===== src/design/e1_alarm_regs.svh =====
// register offsets, field positions and timing constants for the receive alarm block
// What this block does
// - sm1 crc fail bit, refreshed each sm1
// - sm2 crc fail bit, refreshed each sm2
// - remote failure: five bad seconds, no rai, aligned
// - 127 zero bits enter loss of signal
// - 127 positions, pulse first, 12.5% ones exit
// - ts16 all ones alarm, evaluated each frame
// - all ones alarm, criterion chosen by select
// - remote alarm follows a bit each nfas
// - rai plus crc errors, updated per multiframe
// - eighth equal nibble latches flag, sa5, nibble
// - nibble change sets flag, read clears
`ifndef E1_ALARM_REGS_SVH
`define E1_ALARM_REGS_SVH
`define ADDR_ALARM_STATUS_ONE  5'h19
`define ADDR_NIBBLE_REPORT     5'h1a
`define ADDR_DEVICE_ID         5'h1f
`define BIT_SM1_FAIL           7
`define BIT_SM2_FAIL           6
`define BIT_REMOTE_FAIL        5
`define BIT_LOS                4
`define BIT_TS16_AIS           3
`define BIT_AIS                2
`define BIT_RAI                1
`define BIT_RAI_CRC            0
`define BIT_SA5                7
`define BIT_STABLE             1
`define BIT_CHANGED            0
// arbitrary identification value, chosen to match no real maker code
`define DEVICE_CODE            8'h5c
`define LOS_WINDOW             7'h7f
`define LOS_MIN_ONES           7'h10
`define EBIT_LIMIT             10'h3dd
`define BAD_SECONDS            3'h5
`define STABLE_COUNT           3'h7
`define AIS_ZEROS_A            2'h2
`define AIS_ZEROS_B            2'h3
`endif


===== src/design/e1_alarm_pkg.sv =====
// types shared by the receive alarm block
package e1_alarm_pkg;
	typedef struct packed {
		logic       bit_en;
		logic       line_bit;
		logic       frame_start;
		logic       nfas_frame;
		logic       mf_start;
		logic       sm1_end;
		logic       sm2_end;
		logic       crc_fail;
		logic       ts16_end;
		logic       ts16_ones;
		logic       a_bit;
		logic       e_error;
		logic       sec_tick;
		logic       sync_lost;
		logic       crc_continuous;
		logic       sa_nibble_valid;
		logic [3:0] sa6_nibble;
		logic       sa5_bit;
	} line_events_t;
	typedef struct packed {
		logic [4:0] addr;
		logic       rd;
	} host_req_t;
endpackage


===== src/design/e1_alarm_status.sv =====
// receive alarm and status word logic with host read port
`include "e1_alarm_regs.svh"
module e1_alarm_status (
	// clock and reset
	input  wire logic                       clock,
	input  wire logic                       reset_n,
	// framer timing and line events, same clock domain
	input  wire e1_alarm_pkg::line_events_t ev,
	// control
	input  wire logic                       all_ones_criterion_select,
	// host port
	input  wire e1_alarm_pkg::host_req_t    host,
	output logic [7:0]                      rd_data
);
	typedef struct packed {
		logic       submf_one_check_fail;
		logic       submf_two_check_fail;
		logic       remote_generator_failure;
		logic       los;
		logic       ts16_all_ones_alarm;
		logic       all_ones_alarm;
		logic       remote_alarm_status;
		logic       remote_alarm_crc_combined;
		logic [6:0] zero_run;
		logic [6:0] win_cnt;
		logic [6:0] win_ones;
		logic       win_active;
		logic [9:0] ebit_cnt;
		logic       sec_bad;
		logic [2:0] bad_secs;
		logic [1:0] ais_zero_cnt;
		logic       frame_ok;
		logic [3:0] last_nibble;
		logic       have_nibble;
		logic [2:0] same_cnt;
		logic       sa5_latch;
		logic [3:0] nibble_latch;
		logic       stable_nibble_eight;
		logic       nibble_changed;
		logic [7:0] rd_data;
	} state_t;
	state_t s_reg, s_next;
	logic [7:0] status_word, report_word;
	always_comb begin
		status_word = {s_reg.submf_one_check_fail, s_reg.submf_two_check_fail,
			s_reg.remote_generator_failure, s_reg.los, s_reg.ts16_all_ones_alarm,
			s_reg.all_ones_alarm, s_reg.remote_alarm_status, s_reg.remote_alarm_crc_combined};
		report_word = {s_reg.sa5_latch, s_reg.nibble_latch, 1'b0,
			s_reg.stable_nibble_eight, s_reg.nibble_changed};
	end
	always_comb begin
		s_next = s_reg;
		// ==============================
		// crc submultiframes
		if (ev.sm1_end)
			s_next.submf_one_check_fail = ev.crc_fail;
		if (ev.sm2_end)
			s_next.submf_two_check_fail = ev.crc_fail;
		// ==============================
		// remote generator failure
		if (ev.e_error && s_reg.ebit_cnt != 10'h3ff)
			s_next.ebit_cnt = s_reg.ebit_cnt + 10'h001;
		// a bit only means rai when its nfas strobe is up
		if ((ev.nfas_frame && ev.a_bit) || ev.sync_lost)
			s_next.sec_bad = 1'b1;
		if (ev.sec_tick) begin
			s_next.ebit_cnt = 10'h000;
			s_next.sec_bad = 1'b0;
			// a second counts only with >989 errors, no rai, no lost alignment
			if (s_reg.ebit_cnt > `EBIT_LIMIT && !s_reg.sec_bad && !(ev.nfas_frame && ev.a_bit)
					&& !ev.sync_lost)
				s_next.bad_secs = (s_reg.bad_secs == `BAD_SECONDS) ? s_reg.bad_secs
					: s_reg.bad_secs + 3'h1;
			else
				s_next.bad_secs = 3'h0;
			s_next.remote_generator_failure = (s_next.bad_secs == `BAD_SECONDS);
		end
		// ==============================
		// loss of signal
		if (ev.bit_en) begin
			s_next.zero_run = ev.line_bit ? 7'h00
				: (s_reg.zero_run == `LOS_WINDOW ? s_reg.zero_run : s_reg.zero_run + 7'h01);
			if (!s_reg.los && !ev.line_bit && s_reg.zero_run == `LOS_WINDOW - 7'h01)
				s_next.los = 1'b1;
			if (s_reg.los) begin
				if (!s_reg.win_active) begin
					// window opens only on a pulse
					s_next.win_active = ev.line_bit;
					s_next.win_cnt = 7'h01;
					s_next.win_ones = 7'h01;
				end else begin
					s_next.win_cnt = s_reg.win_cnt + 7'h01;
					s_next.win_ones = s_reg.win_ones + {6'h00, ev.line_bit};
					if (s_reg.win_cnt == `LOS_WINDOW - 7'h01) begin
						s_next.win_active = 1'b0;
						if (s_next.win_ones >= `LOS_MIN_ONES)
							s_next.los = 1'b0;
					end
				end
			end else
				s_next.win_active = 1'b0;
			// ==============================
			// all ones detection: zeros per frame, threshold by select
			// saturates at three, all that the wider criterion needs
			if (!ev.line_bit && s_reg.ais_zero_cnt != 2'h3)
				s_next.ais_zero_cnt = s_reg.ais_zero_cnt + 2'h1;
		end
		if (ev.frame_start) begin
			s_next.all_ones_alarm = all_ones_criterion_select
				? (s_reg.ais_zero_cnt < `AIS_ZEROS_B)
				: (s_reg.ais_zero_cnt < `AIS_ZEROS_A);
			s_next.ais_zero_cnt = 2'h0;
		end
		if (ev.ts16_end)
			s_next.ts16_all_ones_alarm = ev.ts16_ones;
		if (ev.nfas_frame)
			s_next.remote_alarm_status = ev.a_bit;
		if (ev.mf_start)
			s_next.remote_alarm_crc_combined = ev.a_bit & ev.crc_continuous;
		// ==============================
		// sa6 nibble monitor, host read clear
		if (host.rd && host.addr == `ADDR_NIBBLE_REPORT) begin
			s_next.sa5_latch = 1'b0;
			s_next.nibble_latch = 4'h0;
			s_next.stable_nibble_eight = 1'b0;
			s_next.nibble_changed = 1'b0;
		end
		// set wins over a clearing read in the same cycle
		if (ev.sa_nibble_valid) begin
			s_next.have_nibble = 1'b1;
			s_next.last_nibble = ev.sa6_nibble;
			if (s_reg.have_nibble && ev.sa6_nibble != s_reg.last_nibble) begin
				s_next.nibble_changed = 1'b1;
				s_next.same_cnt = 3'h0;
			end else if (s_reg.have_nibble && s_reg.same_cnt != `STABLE_COUNT) begin
				s_next.same_cnt = s_reg.same_cnt + 3'h1;
				if (s_reg.same_cnt == `STABLE_COUNT - 3'h1) begin
					s_next.stable_nibble_eight = 1'b1;
					s_next.sa5_latch = ev.sa5_bit;
					s_next.nibble_latch = ev.sa6_nibble;
				end
			end
		end
		// ==============================
		// read data, alarm status read is side-effect free
		unique case (host.addr)
			`ADDR_ALARM_STATUS_ONE: s_next.rd_data = status_word;
			`ADDR_NIBBLE_REPORT:    s_next.rd_data = report_word;
			`ADDR_DEVICE_ID:        s_next.rd_data = `DEVICE_CODE;
			default:                s_next.rd_data = 8'h00;
		endcase
	end
	always_ff @(posedge clock or negedge reset_n) begin
		if (!reset_n)
			s_reg <= '0;
		else
			s_reg <= s_next;
	end
	assign rd_data = s_reg.rd_data;
	// ==============================
	// checks
	chk_sm1_update: assert property (@(posedge clock) disable iff (!reset_n)
		ev.sm1_end |=> s_reg.submf_one_check_fail == $past(ev.crc_fail))
		else $error("sm1 status not refreshed");
	chk_sm2_update: assert property (@(posedge clock) disable iff (!reset_n)
		ev.sm2_end |=> s_reg.submf_two_check_fail == $past(ev.crc_fail))
		else $error("sm2 status not refreshed");
	chk_remote_fail_hold: assert property (@(posedge clock) disable iff (!reset_n)
		$rose(s_reg.remote_generator_failure) |-> s_reg.bad_secs == `BAD_SECONDS)
		else $error("remote failure without five bad seconds");
	chk_los_enter: assert property (@(posedge clock) disable iff (!reset_n)
		$rose(s_reg.los) |-> s_reg.zero_run == `LOS_WINDOW)
		else $error("los entered early");
	chk_los_exit: assert property (@(posedge clock) disable iff (!reset_n)
		$fell(s_reg.los) |-> $past(s_reg.win_cnt) == `LOS_WINDOW - 7'h01)
		else $error("los left without full window");
	chk_ts16_frame: assert property (@(posedge clock) disable iff (!reset_n)
		ev.ts16_end |=> s_reg.ts16_all_ones_alarm == $past(ev.ts16_ones))
		else $error("ts16 alarm not updated");
	chk_ais_frame: assert property (@(posedge clock) disable iff (!reset_n)
		!ev.frame_start |=> $stable(s_reg.all_ones_alarm))
		else $error("all ones alarm changed outside frame start");
	chk_rai_nfas: assert property (@(posedge clock) disable iff (!reset_n)
		!ev.nfas_frame |=> $stable(s_reg.remote_alarm_status))
		else $error("rai changed outside nfas");
	chk_rai_crc_mf: assert property (@(posedge clock) disable iff (!reset_n)
		ev.mf_start |=> s_reg.remote_alarm_crc_combined
			== $past(ev.a_bit & ev.crc_continuous))
		else $error("rai crc bit wrong");
	chk_stable_latch: assert property (@(posedge clock) disable iff (!reset_n)
		$rose(s_reg.stable_nibble_eight) |-> s_reg.same_cnt == `STABLE_COUNT)
		else $error("stable flag without eight equal nibbles");
	chk_change_set: assert property (@(posedge clock) disable iff (!reset_n)
		ev.sa_nibble_valid && s_reg.have_nibble && ev.sa6_nibble != s_reg.last_nibble
		|=> s_reg.nibble_changed)
		else $error("nibble change lost");
	chk_status_read: assert property (@(posedge clock) disable iff (!reset_n)
		host.rd && host.addr == `ADDR_ALARM_STATUS_ONE
		|=> s_reg.rd_data == $past(status_word))
		else $error("status read wrong");
endmodule


===== config.mk =====
export PLATFORM = sky130hd
export DESIGN_NAME = e1_alarm_status
export DESIGN_NICKNAME = d
export VERILOG_FILES = /design/src/design/e1_alarm_pkg.sv /design/src/design/e1_alarm_status.sv
export VERILOG_INCLUDE_DIRS = /design/src /design/src/design
export SDC_FILE = /design/constraint.sdc
export NUM_CORES = 1
export LEC_CHECK = 0
export BUFFER_PORTS_ARGS = -buffer_cell sky130_fd_sc_hd__buf_2
export CORE_MARGIN = 1.5
export CORE_UTILIZATION = 25
export DETAILED_ROUTE_END_ITERATION = 8
export PLACE_DENSITY = 0.46
export SLEW_MARGIN = 20
export SYNTH_ARGS = -nofsm -noshare
export SYNTH_HDL_FRONTEND = slang
export SYNTH_SLANG_ARGS = --single-unit
export TNS_END_PERCENT = 30

===== constraint.sdc =====
create_clock -name clock -period 1.9 [get_ports clock]
set_input_delay 0.095 -clock clock [delete_from_list [all_inputs] [get_ports clock]]
set_output_delay 0.095 -clock clock [all_outputs]
set_load 0.01 [all_outputs]

==> reports/results.ini <==
[pwr]
peakVddDrop_v = 0.000522
netSwitchingFraction_pct = 24.7
seqPwrFrac_pct = 44.0
power.leakage_nw = 2.00
p_switching_mw = 0.953
internal_power_mw = 2.91
clockPowerShare_pct = 45.0
p_total_mw = 3.86
combPwrFrac_pct = 10.9
power_density_nw_per_um2 = 881

[timing]
worstMarginPinSlew_ns = 0.485
clock-skew-final_ns = 0.00633
tns_ns = 0
finalCriticalPeriod_ns = 1.67
finalHoldViolCount = 0
post-route-period-util_pct = 87.7
max-slew-margin-rel_pct = 67.6
report.final.slew_viol_count = 0
rsz0062_at_grt = false
timing.fmax_ghz = 0.600
worst_slack_ns = 0.233
holdWs_ns = 0.0149
setup_violations = 0

[synth]
netlist.area_leader.share_pct = 47.4
synth.distinct_cells = 53
synth_nets = 406
yosysMostFrequentCell = dfrtp_1
synthFlopType = dfrtp_1
synth.largest_area_cell = dfrtp_1
syn_inst = 361
netlist_top_cells_count = dfrtp_1, nand2_1, nor2_1, inv_1, a21oi_1
synthTopCellsByArea = dfrtp_1, ha_1, nand2_1
synth-seq-cells = 69
synth.avg_cell_area_sq_um = 10.1
async_reset_ff_share_pct = 100
ys_warn_count = 0
synth_edf_count = 0
seq_area_frac_synth_pct = 47.4
syn_area_sq_um = 3640

[worst_hold_path]
hp-class = input port to flip-flop
min_path_cells = 3
hold_end = s_reg[62]
worst_hold_startpoint = ev[6]

[detailed_routing]
vias_per_cell = 4.64
wl_mm = 7.50
vias = 2717
wire_per_inst_microns = 12.8
dr.first_iter.drc_count = 119
drt-pass1-iter-count = 4
drc = 0
drtAntennaViolNets = 0

[die]
die-width_microns = 124
die_area_sq_um = 15300
rows = 43
coreArea_sq_um = 14000
start_util_pct = 25.9
die_h_microns = 124
num_io_pins = 38

[layout]
final-instance-count-excl-fill = 586
fill_cells = 1435
post-route-util_pct = 31.2
drive_above_1_share_pct = 19.0
antenna_cells = 0
largest_register_ffs = 54
nets = 448
syn_to_final_growth_pct = 20.3
fin_area_sq_um = 4380

[critical_path]
r2r_slack_ns = 0.23
r2r_end = s_reg[33]
ff2ff_path_depth = 5
cp_data_arrival_time_ns = 1.93
worst-path-max-fanout = 7
cp-end-kind = flip-flop
timing.rr.start = s_reg[30]
startpoint_type = flip-flop
required_ns = 2.17
worstSetupPathType = flip-flop to flip-flop

[outcome]
outcome = completed

[global_routing]
gr-usage-all-layers_pct = 11.0
gr-total-overflow = 0
antenna_found_initial = 0
grt_pass1_wl_mm = 12.9
grt_pass1_vias = 2602
grt_max_degree = 70

[clock_tree]
clk_pin_slew_worst_paths_ns = 0.06
tritoncts = built
htree_levels = 3
clockBufferDepth = 2
numCtsBuffers = 9
clockRootBuffer = clkbuf_16
clkLatencyLatePin_ns = 0.34
postCtsResizedCells = 0
cts-hold-fix-buffers = 8
post_cts_buffers = 0
cts.sinks = 69

[place]
placed_cell_area_sq_um = 4000
hpwl_mm = 5.27
dp_slack_ns = 0.252
io_buffers = 37
gp_congestion = 0.729
dp.cells = 564

[job]
max-cap-violations = 0

critical path, cell delays in order (launching register included):
cell     delay, ns
dfrtp_1       0.46
ha_1          0.33
inv_1         0.07
o31a_1        0.35
a41o_1        0.26
a21oi_1       0.13
cell usage in the layout (no fill, tap or decap), drive strengths merged, types with 3 or more instances in the layout:
cell	n
mux2i	11
dlygate4sd3	8
nor2	25
nand3	13
a22oi	8
a22o	5
mux2	10
a211oi	4
or2	3
nor4	5
and3	4
nand2	40
or3	3
buf	43
and2	3
nor2b	4
inv	20
o21ai	13
dfrtp	69
nand4	8
a31oi	4
a21oi	19
clkbuf	9
and4	4
o31ai	6
nor3	4
a21o	7
xnor2	3
xor2	5
ha	15
routing by layer:
| metal | vias up | wire [microns] | track usage (%) |
|---|---|---|---|
| met3 | 13 | 226 | 2.20 |
| met5 | - | 0 | 0 |
| met4 | 0 | 209 | 6.68 |
| li1 | 1385 | - | - |
| met2 | 43 | 3290 | 15.6 |
| met1 | 1276 | 3770 | 15.4 |
worst max path at each step:
stage	from	end	slack, ns	cells after the start
after floorplan	s_reg[30]	s_reg[33]	0.37	5
after global placement	s_reg[30]	s_reg[33]	0.29	5
after detailed placement	s_reg[30]	s_reg[33]	0.25	5
after CTS	s_reg[30]	s_reg[33]	0.24	5
after global routing	s_reg[26]	s_reg[67]	0.14	5
final	s_reg[30]	s_reg[33]	0.23	5
power groups by stage:
stage	registers [mW]	logic, mW	clock network [mW]
after floorplan	1.67	0.310	0
after global placement	1.72	0.407	0
after detailed placement	1.72	0.411	0
after CTS	1.70	0.429	1.79
after global routing	1.72	0.486	1.86
final	1.70	0.421	1.74
logic make-up (layout without fill, tap and decap cells):
logic type / Yosys count / count (layout) / synth area share (%)
AND/OR/NAND/NOR: 124 / 124 / 18.1
AO/OA/AOI/OAI: 84 / 84 / 16.1
flip-flops: 69 / 69 / 47.4
adder cells (fa/ha/maj): 15 / 15 / 5.15
buffers and inverters: 40 / 85 / 5.12
multiplexers: 21 / 21 / 6.11
XOR/XNOR: 8 / 8 / 1.92
cell type report:
type | count | area [sq um] | share of cell area, %
Clock inverter | 5 | 77.6 | 1.77
Clock buffer | 9 | 225 | 5.14
Timing Repair Buffer | 51 | 323 | 7.37
Tap cell | 180 | 225 | 5.14
Multi-Input combinational cell | 252 | 1730 | 39.5
Sequential cell | 69 | 1730 | 39.4
Inverter | 20 | 75.1 | 1.71
Note: power is estimated with default switching activity, not from simulation.
